[src/rtl/runtime_misc_cfg.svh]
// Purpose: offsets, field positions, reset values and timing of the runtime misc bank
// Assumes: byte-wide registers at their printed offsets
// Notes: included by bare name
`ifndef RUNTIME_MISC_CFG_SVH
`define RUNTIME_MISC_CFG_SVH

`define OFS_KBD_SCAN_CODE 8'h11
`define OFS_FAN1_SPEED_LOW 8'h12
`define OFS_FAN1_SPEED_HIGH 8'h13
`define OFS_FAN2_SPEED_LOW 8'h14
`define OFS_FAN2_SPEED_HIGH 8'h15
`define OFS_EVENT_OUTPUT_CONTROL 8'h16
`define OFS_MISC_EDGE_STATUS 8'h17
`define OFS_EVENT_IRQ_ENABLE 8'h1D
`define OFS_EVENT_IRQ_CLEAR 8'h1E

`define CTL_POLARITY_BIT 1
`define CTL_DELAY_SEL_BIT 2
`define CTL_LOCK_BIT 3
`define CTL_OPEN_DRAIN_BIT 7

`define RST_KBD_SCAN_CODE 8'h00
`define RST_FAN_SPEED 16'h0000
`define RST_EVENT_OUTPUT_CONTROL 8'h84
`define RST_MISC_EDGE_STATUS 2'h0
`define RST_EVENT_IRQ_ENABLE 2'h0

`define CORE_CLK_MHZ 125
`define PLATFORM_GOOD_DELAY_MS 100
`define PLATFORM_GOOD_DELAY_CYCLES (`PLATFORM_GOOD_DELAY_MS * 1000 * `CORE_CLK_MHZ)

`endif

[src/rtl/runtime_misc_pkg.sv]
// Purpose: types shared by the runtime misc bank
// Assumes: nothing
// Notes: numbers live in runtime_misc_cfg.svh
package runtime_misc_pkg;

	typedef enum logic [1:0] {
		PG_LOW,
		PG_WAIT,
		PG_HIGH
	} platform_good_state_e;

	typedef logic [7:0] reg_byte_t;

endpackage : runtime_misc_pkg

[src/rtl/runtime_misc_register_bank.sv]
// Purpose: runtime register slice 0x11..0x17, 0x1D and 0x1E with event output and edge status
// Assumes: fan readings and power_event_req come from logic on core_clk
// Notes: pins edge_pin_x and power_good_in are synchronised here
//
// Our own choice: the plain strobed port.
`timescale 1ns/1ps
`include "runtime_misc_cfg.svh"

module runtime_misc_register_bank
	import runtime_misc_pkg::*;
#(
	parameter int unsigned DELAY_CYCLES = `PLATFORM_GOOD_DELAY_CYCLES,
	parameter int unsigned EDGE_PINS = 2
) (
	input wire logic core_clk,
	input wire logic reset,
	input wire logic [7:0] reg_addr,
	input wire logic [7:0] reg_wdata,
	input wire logic reg_wr,
	input wire logic reg_rd,
	output logic [7:0] reg_rdata,
	input wire logic [15:0] fan1_speed_reading,
	input wire logic [15:0] fan2_speed_reading,
	input wire logic edge_pin_0,
	input wire logic edge_pin_1,
	input wire logic power_event_req,
	input wire logic power_good_in,
	output logic power_event_out_n_o,
	output logic power_event_out_n_oe,
	output logic platform_power_good,
	output logic [7:0] kbd_scan_code,
	output logic irq
);

	localparam int unsigned TIMER_W = (DELAY_CYCLES > 1) ? $clog2(DELAY_CYCLES) : 1;
	localparam logic [TIMER_W-1:0] TIMER_LOAD = TIMER_W'(DELAY_CYCLES - 1);
	localparam logic [7:0] CTL_RESET = `RST_EVENT_OUTPUT_CONTROL;

	typedef struct packed {
		logic [EDGE_PINS-1:0] edge_meta;
		logic [EDGE_PINS-1:0] edge_sync;
		logic [EDGE_PINS-1:0] edge_prev;
		logic edge_primed;
		logic pg_meta;
		logic pg_sync;
		reg_byte_t kbd;
		logic [15:0] fan1;
		logic [15:0] fan2;
		logic ctl_polarity;
		logic ctl_delay_sel;
		logic ctl_lock;
		logic ctl_open_drain;
		logic [EDGE_PINS-1:0] status;
		logic [EDGE_PINS-1:0] irq_enable;
		platform_good_state_e pg_state;
		logic [TIMER_W-1:0] pg_timer;
		logic pg_out;
		logic pin_out;
		logic pin_oe;
		logic irq;
		reg_byte_t rdata;
	} state_s;

	state_s state_q;
	state_s state_d;

	logic [EDGE_PINS-1:0] edge_pins;
	logic [EDGE_PINS-1:0] edge_seen;
	logic [EDGE_PINS-1:0] clear_mask;
	logic wr_status;
	logic wr_irq_clear;
	logic wr_control;
	logic pin_level;
	reg_byte_t rd_mux;
	reg_byte_t ctl_view;

	assign edge_pins = {edge_pin_1, edge_pin_0};

	genvar gi;
	generate
		for (gi = 0; gi < EDGE_PINS; gi++) begin : g_edge
			// primed gate opens one cycle after reset, before edge_sync settles; a pin high at release still shows as an edge
			assign edge_seen[gi] = state_q.edge_primed &
				(state_q.edge_sync[gi] ^ state_q.edge_prev[gi]);
		end
	endgenerate

	assign wr_status = reg_wr && (reg_addr == `OFS_MISC_EDGE_STATUS);
	assign wr_irq_clear = reg_wr && (reg_addr == `OFS_EVENT_IRQ_CLEAR);
	assign wr_control = reg_wr && (reg_addr == `OFS_EVENT_OUTPUT_CONTROL);

	always_comb begin
		clear_mask = '0;
		if (wr_status) begin
			clear_mask = clear_mask | reg_wdata[EDGE_PINS-1:0];
		end
		if (wr_irq_clear) begin
			clear_mask = clear_mask | reg_wdata[EDGE_PINS-1:0];
		end
	end

	always_comb begin
		ctl_view = 8'h00;
		ctl_view[`CTL_POLARITY_BIT] = state_q.ctl_polarity;
		ctl_view[`CTL_DELAY_SEL_BIT] = state_q.ctl_delay_sel;
		ctl_view[`CTL_LOCK_BIT] = state_q.ctl_lock;
		ctl_view[`CTL_OPEN_DRAIN_BIT] = state_q.ctl_open_drain;
	end

	// unmapped offsets answer zero
	always_comb begin
		rd_mux = 8'h00;
		if (reg_addr == `OFS_KBD_SCAN_CODE) begin
			rd_mux = state_q.kbd;
		end else if (reg_addr == `OFS_FAN1_SPEED_LOW) begin
			rd_mux = state_q.fan1[7:0];
		end else if (reg_addr == `OFS_FAN1_SPEED_HIGH) begin
			rd_mux = state_q.fan1[15:8];
		end else if (reg_addr == `OFS_FAN2_SPEED_LOW) begin
			rd_mux = state_q.fan2[7:0];
		end else if (reg_addr == `OFS_FAN2_SPEED_HIGH) begin
			rd_mux = state_q.fan2[15:8];
		end else if (reg_addr == `OFS_EVENT_OUTPUT_CONTROL) begin
			rd_mux = ctl_view;
		end else if (reg_addr == `OFS_MISC_EDGE_STATUS) begin
			rd_mux = {{(8 - EDGE_PINS){1'b0}}, state_q.status};
		end else if (reg_addr == `OFS_EVENT_IRQ_ENABLE) begin
			rd_mux = {{(8 - EDGE_PINS){1'b0}}, state_q.irq_enable};
		end
	end

	assign pin_level = state_q.ctl_polarity ? power_event_req : ~power_event_req;

	always_comb begin
		state_d = state_q;

		// two flops before any logic reads the pins
		state_d.edge_meta = edge_pins;
		state_d.edge_sync = state_q.edge_meta;
		state_d.edge_prev = state_q.edge_sync;
		state_d.edge_primed = 1'b1;
		state_d.pg_meta = power_good_in;
		state_d.pg_sync = state_q.pg_meta;

		if (reg_wr && (reg_addr == `OFS_KBD_SCAN_CODE)) begin
			state_d.kbd = reg_wdata;
		end

		// readings follow the measuring logic every cycle
		state_d.fan1 = fan1_speed_reading;
		state_d.fan2 = fan2_speed_reading;

		if (wr_control) begin
			state_d.ctl_polarity = reg_wdata[`CTL_POLARITY_BIT];
			state_d.ctl_open_drain = reg_wdata[`CTL_OPEN_DRAIN_BIT];
			if (!state_q.ctl_lock) begin
				state_d.ctl_delay_sel = reg_wdata[`CTL_DELAY_SEL_BIT];
				state_d.ctl_lock = reg_wdata[`CTL_LOCK_BIT];
			end
		end

		if (reg_wr && (reg_addr == `OFS_EVENT_IRQ_ENABLE)) begin
			state_d.irq_enable = reg_wdata[EDGE_PINS-1:0];
		end

		state_d.status = (state_q.status & ~clear_mask) | edge_seen;

		// rising power good waits while ctl_delay_sel is set, falling passes at once
		case (state_q.pg_state)
			PG_LOW: begin
				if (state_q.pg_sync) begin
					state_d.pg_state = PG_WAIT;
					state_d.pg_timer = TIMER_LOAD;
				end
			end
			PG_WAIT: begin
				if (!state_q.pg_sync) begin
					state_d.pg_state = PG_LOW;
				end else if (state_q.pg_timer == '0) begin
					state_d.pg_state = PG_HIGH;
				end else begin
					state_d.pg_timer = state_q.pg_timer - 1'b1;
				end
			end
			PG_HIGH: begin
				if (!state_q.pg_sync) begin
					state_d.pg_state = PG_LOW;
				end
			end
			default: begin
				state_d.pg_state = PG_LOW;
			end
		endcase

		if (state_q.ctl_delay_sel) begin
			state_d.pg_out = (state_q.pg_state == PG_HIGH) && state_q.pg_sync;
		end else begin
			state_d.pg_out = state_q.pg_sync;
		end

		if (state_q.ctl_open_drain) begin
			state_d.pin_out = 1'b0;
			state_d.pin_oe = ~pin_level;
		end else begin
			state_d.pin_out = pin_level;
			state_d.pin_oe = 1'b1;
		end

		// level interrupt, one cycle behind the status
		state_d.irq = |(state_q.status & state_q.irq_enable);

		// read data stands only the cycle after the strobe
		state_d.rdata = reg_rd ? rd_mux : 8'h00;

		if (reset) begin
			state_d = '0;
			state_d.pg_state = PG_LOW;
			state_d.kbd = `RST_KBD_SCAN_CODE;
			state_d.fan1 = `RST_FAN_SPEED;
			state_d.fan2 = `RST_FAN_SPEED;
			state_d.ctl_polarity = CTL_RESET[`CTL_POLARITY_BIT];
			state_d.ctl_delay_sel = CTL_RESET[`CTL_DELAY_SEL_BIT];
			state_d.ctl_lock = CTL_RESET[`CTL_LOCK_BIT];
			state_d.ctl_open_drain = CTL_RESET[`CTL_OPEN_DRAIN_BIT];
			state_d.status = `RST_MISC_EDGE_STATUS;
			state_d.irq_enable = `RST_EVENT_IRQ_ENABLE;
		end
	end

	always_ff @(posedge core_clk) begin
		state_q <= state_d;
	end

	assign reg_rdata = state_q.rdata;
	assign kbd_scan_code = state_q.kbd;
	assign platform_power_good = state_q.pg_out;
	assign power_event_out_n_o = state_q.pin_out;
	assign power_event_out_n_oe = state_q.pin_oe;
	assign irq = state_q.irq;

endmodule : runtime_misc_register_bank
[config.mk]
export PLATFORM = sky130hd
export DESIGN_NAME = runtime_misc_register_bank
export DESIGN_NICKNAME = d
export VERILOG_FILES = /design/src/rtl/runtime_misc_pkg.sv /design/src/rtl/runtime_misc_register_bank.sv
export VERILOG_INCLUDE_DIRS = /design/src /design/src/rtl
export SDC_FILE = /design/constraint.sdc
export NUM_CORES = 1
export LEC_CHECK = 0
export ABC_AREA = 1
export BUFFER_PORTS_ARGS = -buffer_cell sky130_fd_sc_hd__clkbuf_2
export CAP_MARGIN = 20
export CORE_MARGIN = 2
export CORE_UTILIZATION = 58
export CTS_BUF_LIST = sky130_fd_sc_hd__clkbuf_8
export DETAILED_ROUTE_END_ITERATION = 8
export GPL_ROUTABILITY_DRIVEN = 0
export PLACE_DENSITY = 0.93
export SYNTH_ARGS = -nofsm -noshare
export SYNTH_HDL_FRONTEND = slang
export SYNTH_SLANG_ARGS = --single-unit
[constraint.sdc]
create_clock -name core_clk -period 2.01 [get_ports core_clk]
set_input_delay 0.402 -clock core_clk [delete_from_list [all_inputs] [get_ports core_clk]]
set_output_delay 0.402 -clock core_clk [all_outputs]
set_load 0.01 [all_outputs]
==> results of run 1 <==
[state kept, by name, summed over array words and instances, names as in the netlist]
register / cells
ctl_view: 4
irq: 1
platform_power_good: 1
state_q: 71
reg_rdata: 8
power_event_out_n_oe: 1
power_event_out_n_o: 1
kbd_scan_code: 8
[cell type report]
| class | count | area share (%) |
|---|---|---|
| Multi-Input combinational cell | 425 | 39.2 |
| Sequential cell | 95 | 38.4 |
| Clock buffer | 11 | 3.05 |
| Clock inverter | 5 | 1.36 |
| Tap cell | 99 | 2.50 |
| Inverter | 89 | 6.74 |
| Timing Repair Buffer | 83 | 8.78 |
[worst paths after layout]
path,startpoint,end,slack (ps),cells past startpoint
worst min-delay path,fan1_speed_reading[0],state_q[62]$_SDFF_PP0_,210,3
worst max register to register,state_q[12]$_SDFFE_PP0P_,state_q[31]$_SDFFE_PP0P_,220,11
worst max-delay path,state_q[12]$_SDFFE_PP0P_,state_q[31]$_SDFFE_PP0P_,220,11
worst min register to register,state_q[94]$_SDFF_PP0_,state_q[92]$_SDFF_PP0_,410,2
[synth_stat cells, types with 2 or more instances]
cell / count / area share (%)
dfxtp_1: 95 / 43
inv_2: 2 / 0.17
nand2_1: 133 / 11
xor2_1: 5 / 0.99
nand4_1: 11 / 1.6
a211oi_1: 3 / 0.51
buf_4: 17 / 2.9
buf_2: 4 / 0.45
inv_1: 87 / 7.4
nand3_1: 65 / 7.4
o21ai_0: 21 / 2.4
xnor2_1: 3 / 0.60
ha_1: 2 / 0.57
nor2_1: 117 / 10
nand3b_1: 6 / 1.0
nor2_2: 7 / 0.99
nor3_2: 2 / 0.45
or2_2: 2 / 0.28
clkbuf_1: 11 / 0.94
a21oi_1: 38 / 4.3
buf_6: 4 / 1.0
nor3_1: 2 / 0.23
o21ai_1: 2 / 0.23
[power by group]
group / total (mW) / switching [mW] / internal [mW]
Combinational: 0.482 / 0.303 / 0.180
Clock: 1.37 / 0.703 / 0.666
Sequential: 1.98 / 0.0393 / 1.95
Total: 3.84 / 1.05 / 2.79
[logic make-up after synthesis]
| logic type | synth area share [%] |
|---|---|
| adders and majority gates | 0.567 |
| buffers and inverters | 12.9 |
| AOI/OAI and AO/OA | 7.77 |
| xor gates and xnor gates | 1.59 |
| and+or+nand+nor | 34.1 |
| DFF | 43.1 |
[layer usage]
layer	share of wire (%)	up-vias
met5	0	-
met4	2.1	0
met3	7.4	23
met2	49	187
met1	42	1914
li1	-	2113
[through the flow]
stage          power (mW)  hold slack (ps)  cell area, µm²  setup slack, ps  std cells
6_report             3.84              211            4960              215        807
5_1_grt              3.98              207            4960             26.5        807
4_1_cts              3.84              203            4960              230        807
3_5_place_dp         2.50              395            4740              159        791
3_3_place_gp         2.48              391            4740              293        791
2_1_floorplan        2.36              388            4410              552        645
[critical path: cells and delay by family (launching register included)]
| family | cells | cell delay [ps] |
|---|---|---|
| compound gates | 1 | 160 |
| fa+ha+maj | 1 | 200 |
| buf+inv | 3 | 470 |
| flops | 1 | 380 |
| simple gates | 6 | 500 |
==> out/qor.txt, run 1 <==
DIE HEIGHT: 91.2 µm
Slew Viols, Final: 0
WL final: 10100 µm
Hold buffers post-CTS: 0
Core footprint: 7290 µm²
Post-DRT Antenna Nets: 0
Clock Sinks: 95
Slew margin rel.: 64.8%
Max cap viols: 0
Yosys warns: 0
Via count: 4237
Crit start category: register
Register area share after synthesis: 43.1%
Clk slew on worst S/H paths: 100 ps
Post-CTS Resized: 0
First drt pass iteration count: 5
Top Usage Layer GRT: met2
H-tree depth: 3
Most common cell after layout, fill and taps aside: nand2_1
Initial Util: 60.5%
Core Rows: 31
Diodes inserted: 0
Initial antenna violation count: 0
Largest net degree at the start of global routing: 39
CP max FO: 23
Clk buf depth: 2
CP most frequent cell: nand2_1
Class of the worst hold path: in2reg
Initial DRC count: 300
Worst EP required: 2300 ps
Die X-Extent: 91.2 µm
Dpl hpwl: 7430 µm
Status: finished clean
Cell area after synthesis: 4410 µm²
Syn nets: 703
DRC viols: 0
Crit-path slowest cell: dfxtp_1
Clock Latency Late Sink: 370 ps
Routed wire per std cell: 12.6 µm
Area grow syn2layout: 12.3%
Arrival time worst endpoint: 2090 ps
Syn_area_per_cell: 6.84 µm²
Max Freq: 557 MHz
Global-route wire length before repair: 16500 µm
Worst-path cell chain: inv_2 > ha_1 > nand2_1 > inv_1 > nand2_1 > nor2_1 > nand3_2 > nand2_4 > inv_2 > nand2_1 > a21oi_1
Worst Skew: 15.4 ps
Peak VDD IR: 0.000494 V
Final worst-path cycle share: 89.3%
Final Util: 68.0%
GRT overflow: 0
Asr flop ratio synth: 0%
Post-layout net count: 761
Synth Instances: 645
Met2 Use GR: 40.7%
IO Count: 76
Multi-input combinational cell area: 1940 µm²
Final hold vios: 0
PortBufs: 75
Setup tns final: 0 ps
Vias in the first global route: 3768
Die Area: 8320 µm²
EDFF count, synth: 0
Most frequent cells in the layout: 133 x nand2_1, 117 x nor2_1, 95 x dfxtp_1
Worst-Margin Slew: 526 ps
Met3 Usage GRT: 3.73%
Layout fillers: 593
Met1 usage: 31.3%
Gr usage total: 24.3%
TritonCTS Buffers: 9
RSZ-0062 raised after global routing: no
Synth cell types: 29
Post-CTS setup buffer count: 0
WS Path Type: reg2reg
Setup violators final: 0
CP Capture Type: register
CP max stage delay: 380 ps
Fraction of layout cells with a size suffix above 1: 16.4%
Pwr Density: 774 nW/µm²
CTS tree: done
Leak Pwr: 2.41 nW
FF/Latch Area: 1900 µm²
Via density: 5.25
Synth Register Bits: 95
Period minus WS final: 1790 ps
Root Buffer: clkbuf_8
Main synth FF type: dfxtp_1
Power figures use the tool's default switching activity.
==> run 2: changes to the inputs <==
--- a/config.mk
+++ b/config.mk
@@ -10,11 +10,11 @@
 export BUFFER_PORTS_ARGS = -buffer_cell sky130_fd_sc_hd__clkbuf_2
 export CAP_MARGIN = 20
 export CORE_MARGIN = 2
-export CORE_UTILIZATION = 58
+export CORE_UTILIZATION = 50
 export CTS_BUF_LIST = sky130_fd_sc_hd__clkbuf_8
 export DETAILED_ROUTE_END_ITERATION = 8
 export GPL_ROUTABILITY_DRIVEN = 0
-export PLACE_DENSITY = 0.93
+export PLACE_DENSITY = 0.83
 export SYNTH_ARGS = -nofsm -noshare
 export SYNTH_HDL_FRONTEND = slang
 export SYNTH_SLANG_ARGS = --single-unit
==> out/qor.txt, run 2 (same netlist as run 1, synthesis figures left out) <==
Status: finished clean
CP Capture Type: register
Die X-Extent: 97.9 µm (+7.4%)
Slew Viols, Final: 0 (unchanged)
Worst-Margin Slew: 728 ps (+202 ps)
Initial DRC count: 385 (+28%)
Clock Sinks: 95 (unchanged)
Worst Skew: 10.3 ps (-5.09 ps)
Max Freq: 549 MHz (-1.5%)
Clk slew on worst S/H paths: 110 ps (about the same)
H-tree depth: 3 (unchanged)
Post-DRT Antenna Nets: 0 (unchanged)
Post-CTS setup buffer count: 0 (unchanged)
DRC viols: 0 (unchanged)
Largest net degree at the start of global routing: 73 (+87%)
Pwr Density: 754 nW/µm² (-2.6%)
Core Rows: 34 (+9.7%)
Gr usage total: 21.2% (-3.1 points)
Setup violators final: 0 (unchanged)
WS Path Type: reg2reg
HP Start: fan2_speed_reading[6]
Most common cell after layout, fill and taps aside: nand2_1
CTS tree: done
Class of the worst hold path: in2reg
Reg2reg start: state_q[12]$_SDFFE_PP0P_
Die Area: 9590 µm² (+15%)
CP max FO: 23 (unchanged)
Routed wire per std cell: 12.5 µm (-0.52%)
WL final: 10200 µm (+0.59%)
Peak VDD IR: 0.000497 V (+0.67%)
Most frequent cells in the layout: 133 x nand2_1, 117 x nor2_1, 95 x dfxtp_1
Clock Latency Late Sink: 370 ps (about the same)
RSZ-0062 raised after global routing: no
Setup tns final: 0 ps (unchanged)
Via density: 5.10 (-2.9%)
Leak Pwr: 2.39 nW (-0.72%)
PortBufs: 75 (unchanged)
DIE HEIGHT: 97.9 µm (+7.4%)
Fraction of layout cells with a size suffix above 1: 16.4% (unchanged)
Clk buf depth: 2 (unchanged)
Final worst-path cycle share: 90.7% (+1.4 points)
Period minus WS final: 1820 ps (+27.7 ps)
First drt pass iteration count: 5 (unchanged)
Crit start category: register
Post-CTS Resized: 0 (unchanged)
Critical path startpoint: state_q[12]$_SDFFE_PP0P_
Hold buffers post-CTS: 0 (unchanged)
TritonCTS Buffers: 9 (unchanged)
IO Count: 76 (unchanged)
Diodes inserted: 0 (unchanged)
Worst EP required: 2240 ps (-60 ps)
Initial antenna violation count: 0 (unchanged)
Core footprint: 8640 µm² (+18%)
Arrival time worst endpoint: 2050 ps (-40 ps)
Reg with most FFs: state_q
Via count: 4160 (-1.8%)
Vias in the first global route: 3791 (+0.61%)
Hold Slack: 205 ps (-6.26 ps)
GRT overflow: 0 (unchanged)
Dpl hpwl: 7460 µm (+0.45%)
Final hold vios: 0 (unchanged)
Root Buffer: clkbuf_8
Global-route wire length before repair: 16900 µm (+2.4%)
Slew margin rel.: 51.4% (-13 points)
Initial Util: 51.1% (-9.4 points)
Max reg flops: 71 (unchanged)
Layout fillers: 797 (+34%)
Max cap viols: 0 (unchanged)
Area grow syn2layout: 12.2%
Post-layout net count: 761 (unchanged)
-- run 2: cell types whose count changed in the layout (fill, tap and decap cells not counted), sizes merged --
cell / previous run / this run
bufinv: 1 / 0
clkbuf: 86 / 84
clkinv: 0 / 1
clkinvlp: 0 / 2
-- run 2: through the flow --
stage	util, %	setup WS, ps	power, mW	cell area [µm²]	std cells
3_5_place_dp	55.0	205	2.50	4750	800
2_1_floorplan	-	552	2.36	4410	645
5_1_grt	57.3	6.65	3.90	4950	816
4_1_cts	57.3	186	3.74	4950	816
3_3_place_gp	55.0	250	2.49	4750	800
6_report	57.3	188	3.73	4950	816
-- run 2: cell type report --
| class | count | area, µm² | share of cell area, % |
|---|---|---|---|
| multi-input combinational | 425 | 1940 | 39.3 |
| sequential | 95 | 1900 | 38.4 |
| timing repair buffer | 83 | 435 | 8.80 |
| inverter | 89 | 334 | 6.75 |
| tap | 108 | 135 | 2.73 |
| clock buffer | 9 | 124 | 2.50 |
| clock inverter | 7 | 76.3 | 1.54 |
-- run 2: worst paths after layout --
| path | end | slack (ps) | cells after the start |
|---|---|---|---|
| worst max-delay path | state_q[21]$_SDFFE_PP0P_ | 190 | 12 |
| worst min-delay path | state_q[52]$_SDFF_PP0_ | 200 | 3 |
| worst max register to register | state_q[21]$_SDFFE_PP0P_ | 190 | 12 |
| worst min register to register | state_q[86]$_SDFF_PP0_ | 410 | 2 |
-- run 2: worst max-delay path: stages (launching register included) --
cell and delay [ps]:
dfxtp_1 390, inv_2 100, ha_1 200, nand2_1 70, inv_1 40, nand2_1 50
nor2_1 40, nand3_2 100, nand2_4 120, inv_2 340, nor2_1 80, nor2_1 110
nor2_1 40
-- run 2: per-layer routing --
| layer | up-vias | routed length (µm) | part of all wire, % | GRT usage (%) |
|---|---|---|---|---|
| met5 | - | 0 | 0 | 0 |
| met4 | 0 | 167 | 1.6 | 7.26 |
| met3 | 21 | 781 | 7.7 | 5.23 |
| met2 | 169 | 4660 | 46 | 32.8 |
| met1 | 1855 | 4600 | 45 | 29.0 |
| li1 | 2115 | - | - | - |
-- run 2: power by group --
part / internal [mW] / switching (mW) / total (mW)
sequential: 1.95 / 0.0399 / 1.99
combinational: 0.179 / 0.306 / 0.485
clock: 0.494 / 0.766 / 1.26
==> run 3: changes to the inputs <==
--- a/config.mk
+++ b/config.mk
@@ -15,6 +15,7 @@
 export DETAILED_ROUTE_END_ITERATION = 8
 export GPL_ROUTABILITY_DRIVEN = 0
 export PLACE_DENSITY = 0.83
+export RECOVER_POWER = 25
 export SYNTH_ARGS = -nofsm -noshare
 export SYNTH_HDL_FRONTEND = slang
 export SYNTH_SLANG_ARGS = --single-unit
==> constraint.sdc (replaced) <==
create_clock -name core_clk -period 1.85 [get_ports core_clk]
set_input_delay 0.37 -clock core_clk [delete_from_list [all_inputs] [get_ports core_clk]]
set_output_delay 0.37 -clock core_clk [all_outputs]
set_load 0.01 [all_outputs]
==> out/qor.txt, run 3 (same netlist as run 1, synthesis figures left out) <==
Status: finished clean
Most frequent cells in the layout: 133 x nand2_1, 116 x nor2_1, 95 x dfxtp_1
Setup violators final: 0 (unchanged)
Via count: 4113 (-1.1%)
Slew Viols, Final: 0 (unchanged)
Clk slew on worst S/H paths: 110 ps (about the same)
Period minus WS final: 1630 ps (-191 ps)
Worst-path cell chain: inv_2 > ha_1 > nand2_1 > inv_1 > nand2_1 > nor2_1 > nand3_2 > nand2_4 > buf_8 > nand2_1 > a21oi_2
Fraction of layout cells with a size suffix above 1: 16.6% (+0.24 points)
Final Power: 4.06 mW (+8.9%)
DIE HEIGHT: 97.9 µm (unchanged)
Slew margin rel.: 27.3% (-24 points)
Most common cell after layout, fill and taps aside: nand2_1
H-tree depth: 3 (unchanged)
Worst Hold Path Cells: 3 (unchanged)
Clock Latency Late Sink: 370 ps (about the same)
Root Buffer: clkbuf_8
Worst Skew: 16.0 ps (+5.74 ps)
CP Capture Type: register
Initial antenna violation count: 0 (unchanged)
Reg with most FFs: state_q
PortBufs: 75 (unchanged)
Final hold vios: 0 (unchanged)
GRT overflow: 0 (unchanged)
HP Start: fan2_speed_reading[4]
Max cap viols: 0 (unchanged)
DRC viols: 0 (unchanged)
CP most frequent cell: nand2_1
CP max FO: 17 (-26%)
WL final: 9950 µm (-2.5%)
Worst-Margin Slew: 1090 ps (+362 ps)
Clk buf depth: 2 (unchanged)
Max Freq: 613 MHz (+12%)
CTS tree: done
Class of the worst hold path: in2reg
TritonCTS Buffers: 9 (unchanged)
Routed wire per std cell: 12.2 µm (-2.7%)
Peak VDD IR: 0.000440 V (-11%)
Die X-Extent: 97.9 µm (unchanged)
RSZ-0062 raised after global routing: no
Largest net degree at the start of global routing: 43 (-41%)
Worst Reg2Reg Path Length in Cells: 11 (-1)
Clock Sinks: 95 (unchanged)
Post-DRT Antenna Nets: 0 (unchanged)
Reg2reg end: state_q[12]$_SDFFE_PP0P_
Flop-to-flop setup slack: 220 ps (+30 ps)
Crit start category: register
Post-layout net count: 763 (+0.26%)
Die Area: 9590 µm² (unchanged)
Crit-path slowest cell: dfxtp_1
Layout fillers: 789 (-1.0%)
Diodes inserted: 0 (unchanged)
Global-route wire length before repair: 16500 µm (-2.1%)
Arrival time worst endpoint: 1920 ps (-130 ps)
Dpl hpwl: 7360 µm (-1.4%)
Final worst-path cycle share: 88.2% (-2.5 points)
Area grow syn2layout: 13.0%
Reg2reg start: state_q[12]$_SDFFE_PP0P_
Via density: 5.03 (-1.4%)
Initial Util: 51.1% (unchanged)
CP max stage delay: 350 ps (-40 ps)
Hold path endpoint: state_q[50]$_SDFF_PP0_
Vias in the first global route: 3664 (-3.4%)
Setup tns final: 0 ps (unchanged)
Worst EP required: 2140 ps (-100 ps)
Core footprint: 8640 µm² (unchanged)
Initial DRC count: 225 (-42%)
Core Rows: 34 (unchanged)
Fin cells: 818 (+0.25%)
Pwr Density: 815 nW/µm² (+8.1%)
Final Util: 57.8% (+0.45 points)
Gr usage total: 20.8% (-0.37 points)
Max reg flops: 71 (unchanged)
Leak Pwr: 2.40 nW (+0.61%)
Hold buffers post-CTS: 0 (unchanged)
First drt pass iteration count: 5 (unchanged)
Placed cells: 801 (+0.13%)
WS Path Type: reg2reg
IO Count: 76 (unchanged)
## run 3: cell count changes in the layout (fill, tap and decap cells not counted), sizes merged
cell,delta
buf,+1
clkinvlp,-2
clkinv,+2
clkbuf,+1
## run 3: repair_timing
item / 4_1_cts / 5_1_grt
resized for setup: 1 / 6
buffers inserted: 0 / 1
gates cloned: 0 / 0
pin swaps: 0 / 1
endpoints found under the setup margin: 1 / 11
## run 3: stage by stage
step / hold WS [ps] / instance area (µm²) / worst slack, ps
final: 168 / 4990 / 219
after CTS: 165 / 4960 / 63.8
after detailed placement: 394 / 4760 / 100
after floorplan: 388 / 4410 / 392
after global placement: 392 / 4760 / 183
after global routing: 163 / 4990 / 35.6
## run 3: worst max path at each step
stage / startpoint / endpoint / slack, ps
2_1_floorplan: state_q[12]$_SDFFE_PP0P_ / state_q[12]$_SDFFE_PP0P_ / 390
3_3_place_gp: state_q[12]$_SDFFE_PP0P_ / state_q[21]$_SDFFE_PP0P_ / 180
3_5_place_dp: state_q[12]$_SDFFE_PP0P_ / state_q[12]$_SDFFE_PP0P_ / 100
4_1_cts: state_q[12]$_SDFFE_PP0P_ / state_q[12]$_SDFFE_PP0P_ / 60
5_1_grt: state_q[12]$_SDFFE_PP0P_ / state_q[28]$_SDFFE_PP0P_ / 40
6_report: state_q[12]$_SDFFE_PP0P_ / state_q[12]$_SDFFE_PP0P_ / 220
## run 3: critical path, delay by kind of cell, from the launching register on
kind	cells	cell delay, ps
flip-flops	1	350
adder cells (fa/ha/maj)	1	150
buffers and inverters	3	330
AND/OR/NAND/NOR	6	550
AO/OA/AOI/OAI	1	180
## run 3: layout make-up
cell class	count	area, µm²	share of cell area (%)
Clock buffer	9	124	2.48
Clock inverter	7	81.3	1.63
Tap cell	108	135	2.71
Multi-Input combinational cell	425	1950	39.2
Sequential cell	95	1900	38.1
Inverter	89	339	6.80
Timing Repair Buffer	85	453	9.08
## run 3: where the power goes
part           internal [mW]  switching [mW]
combinational          0.199           0.335
sequential              2.11          0.0422
clock                  0.542           0.831
total                   2.86            1.21
## run 3: layer usage
| layer | up-vias | global-route usage [%] | part of all wire, % |
|---|---|---|---|
| met5 | - | 0 | 0 |
| met1 | 1785 | 27.6 | 45 |
| met4 | 0 | 7.80 | 2.4 |
| met3 | 27 | 5.73 | 8.0 |
| met2 | 183 | 32.6 | 45 |
| li1 | 2118 | - | - |
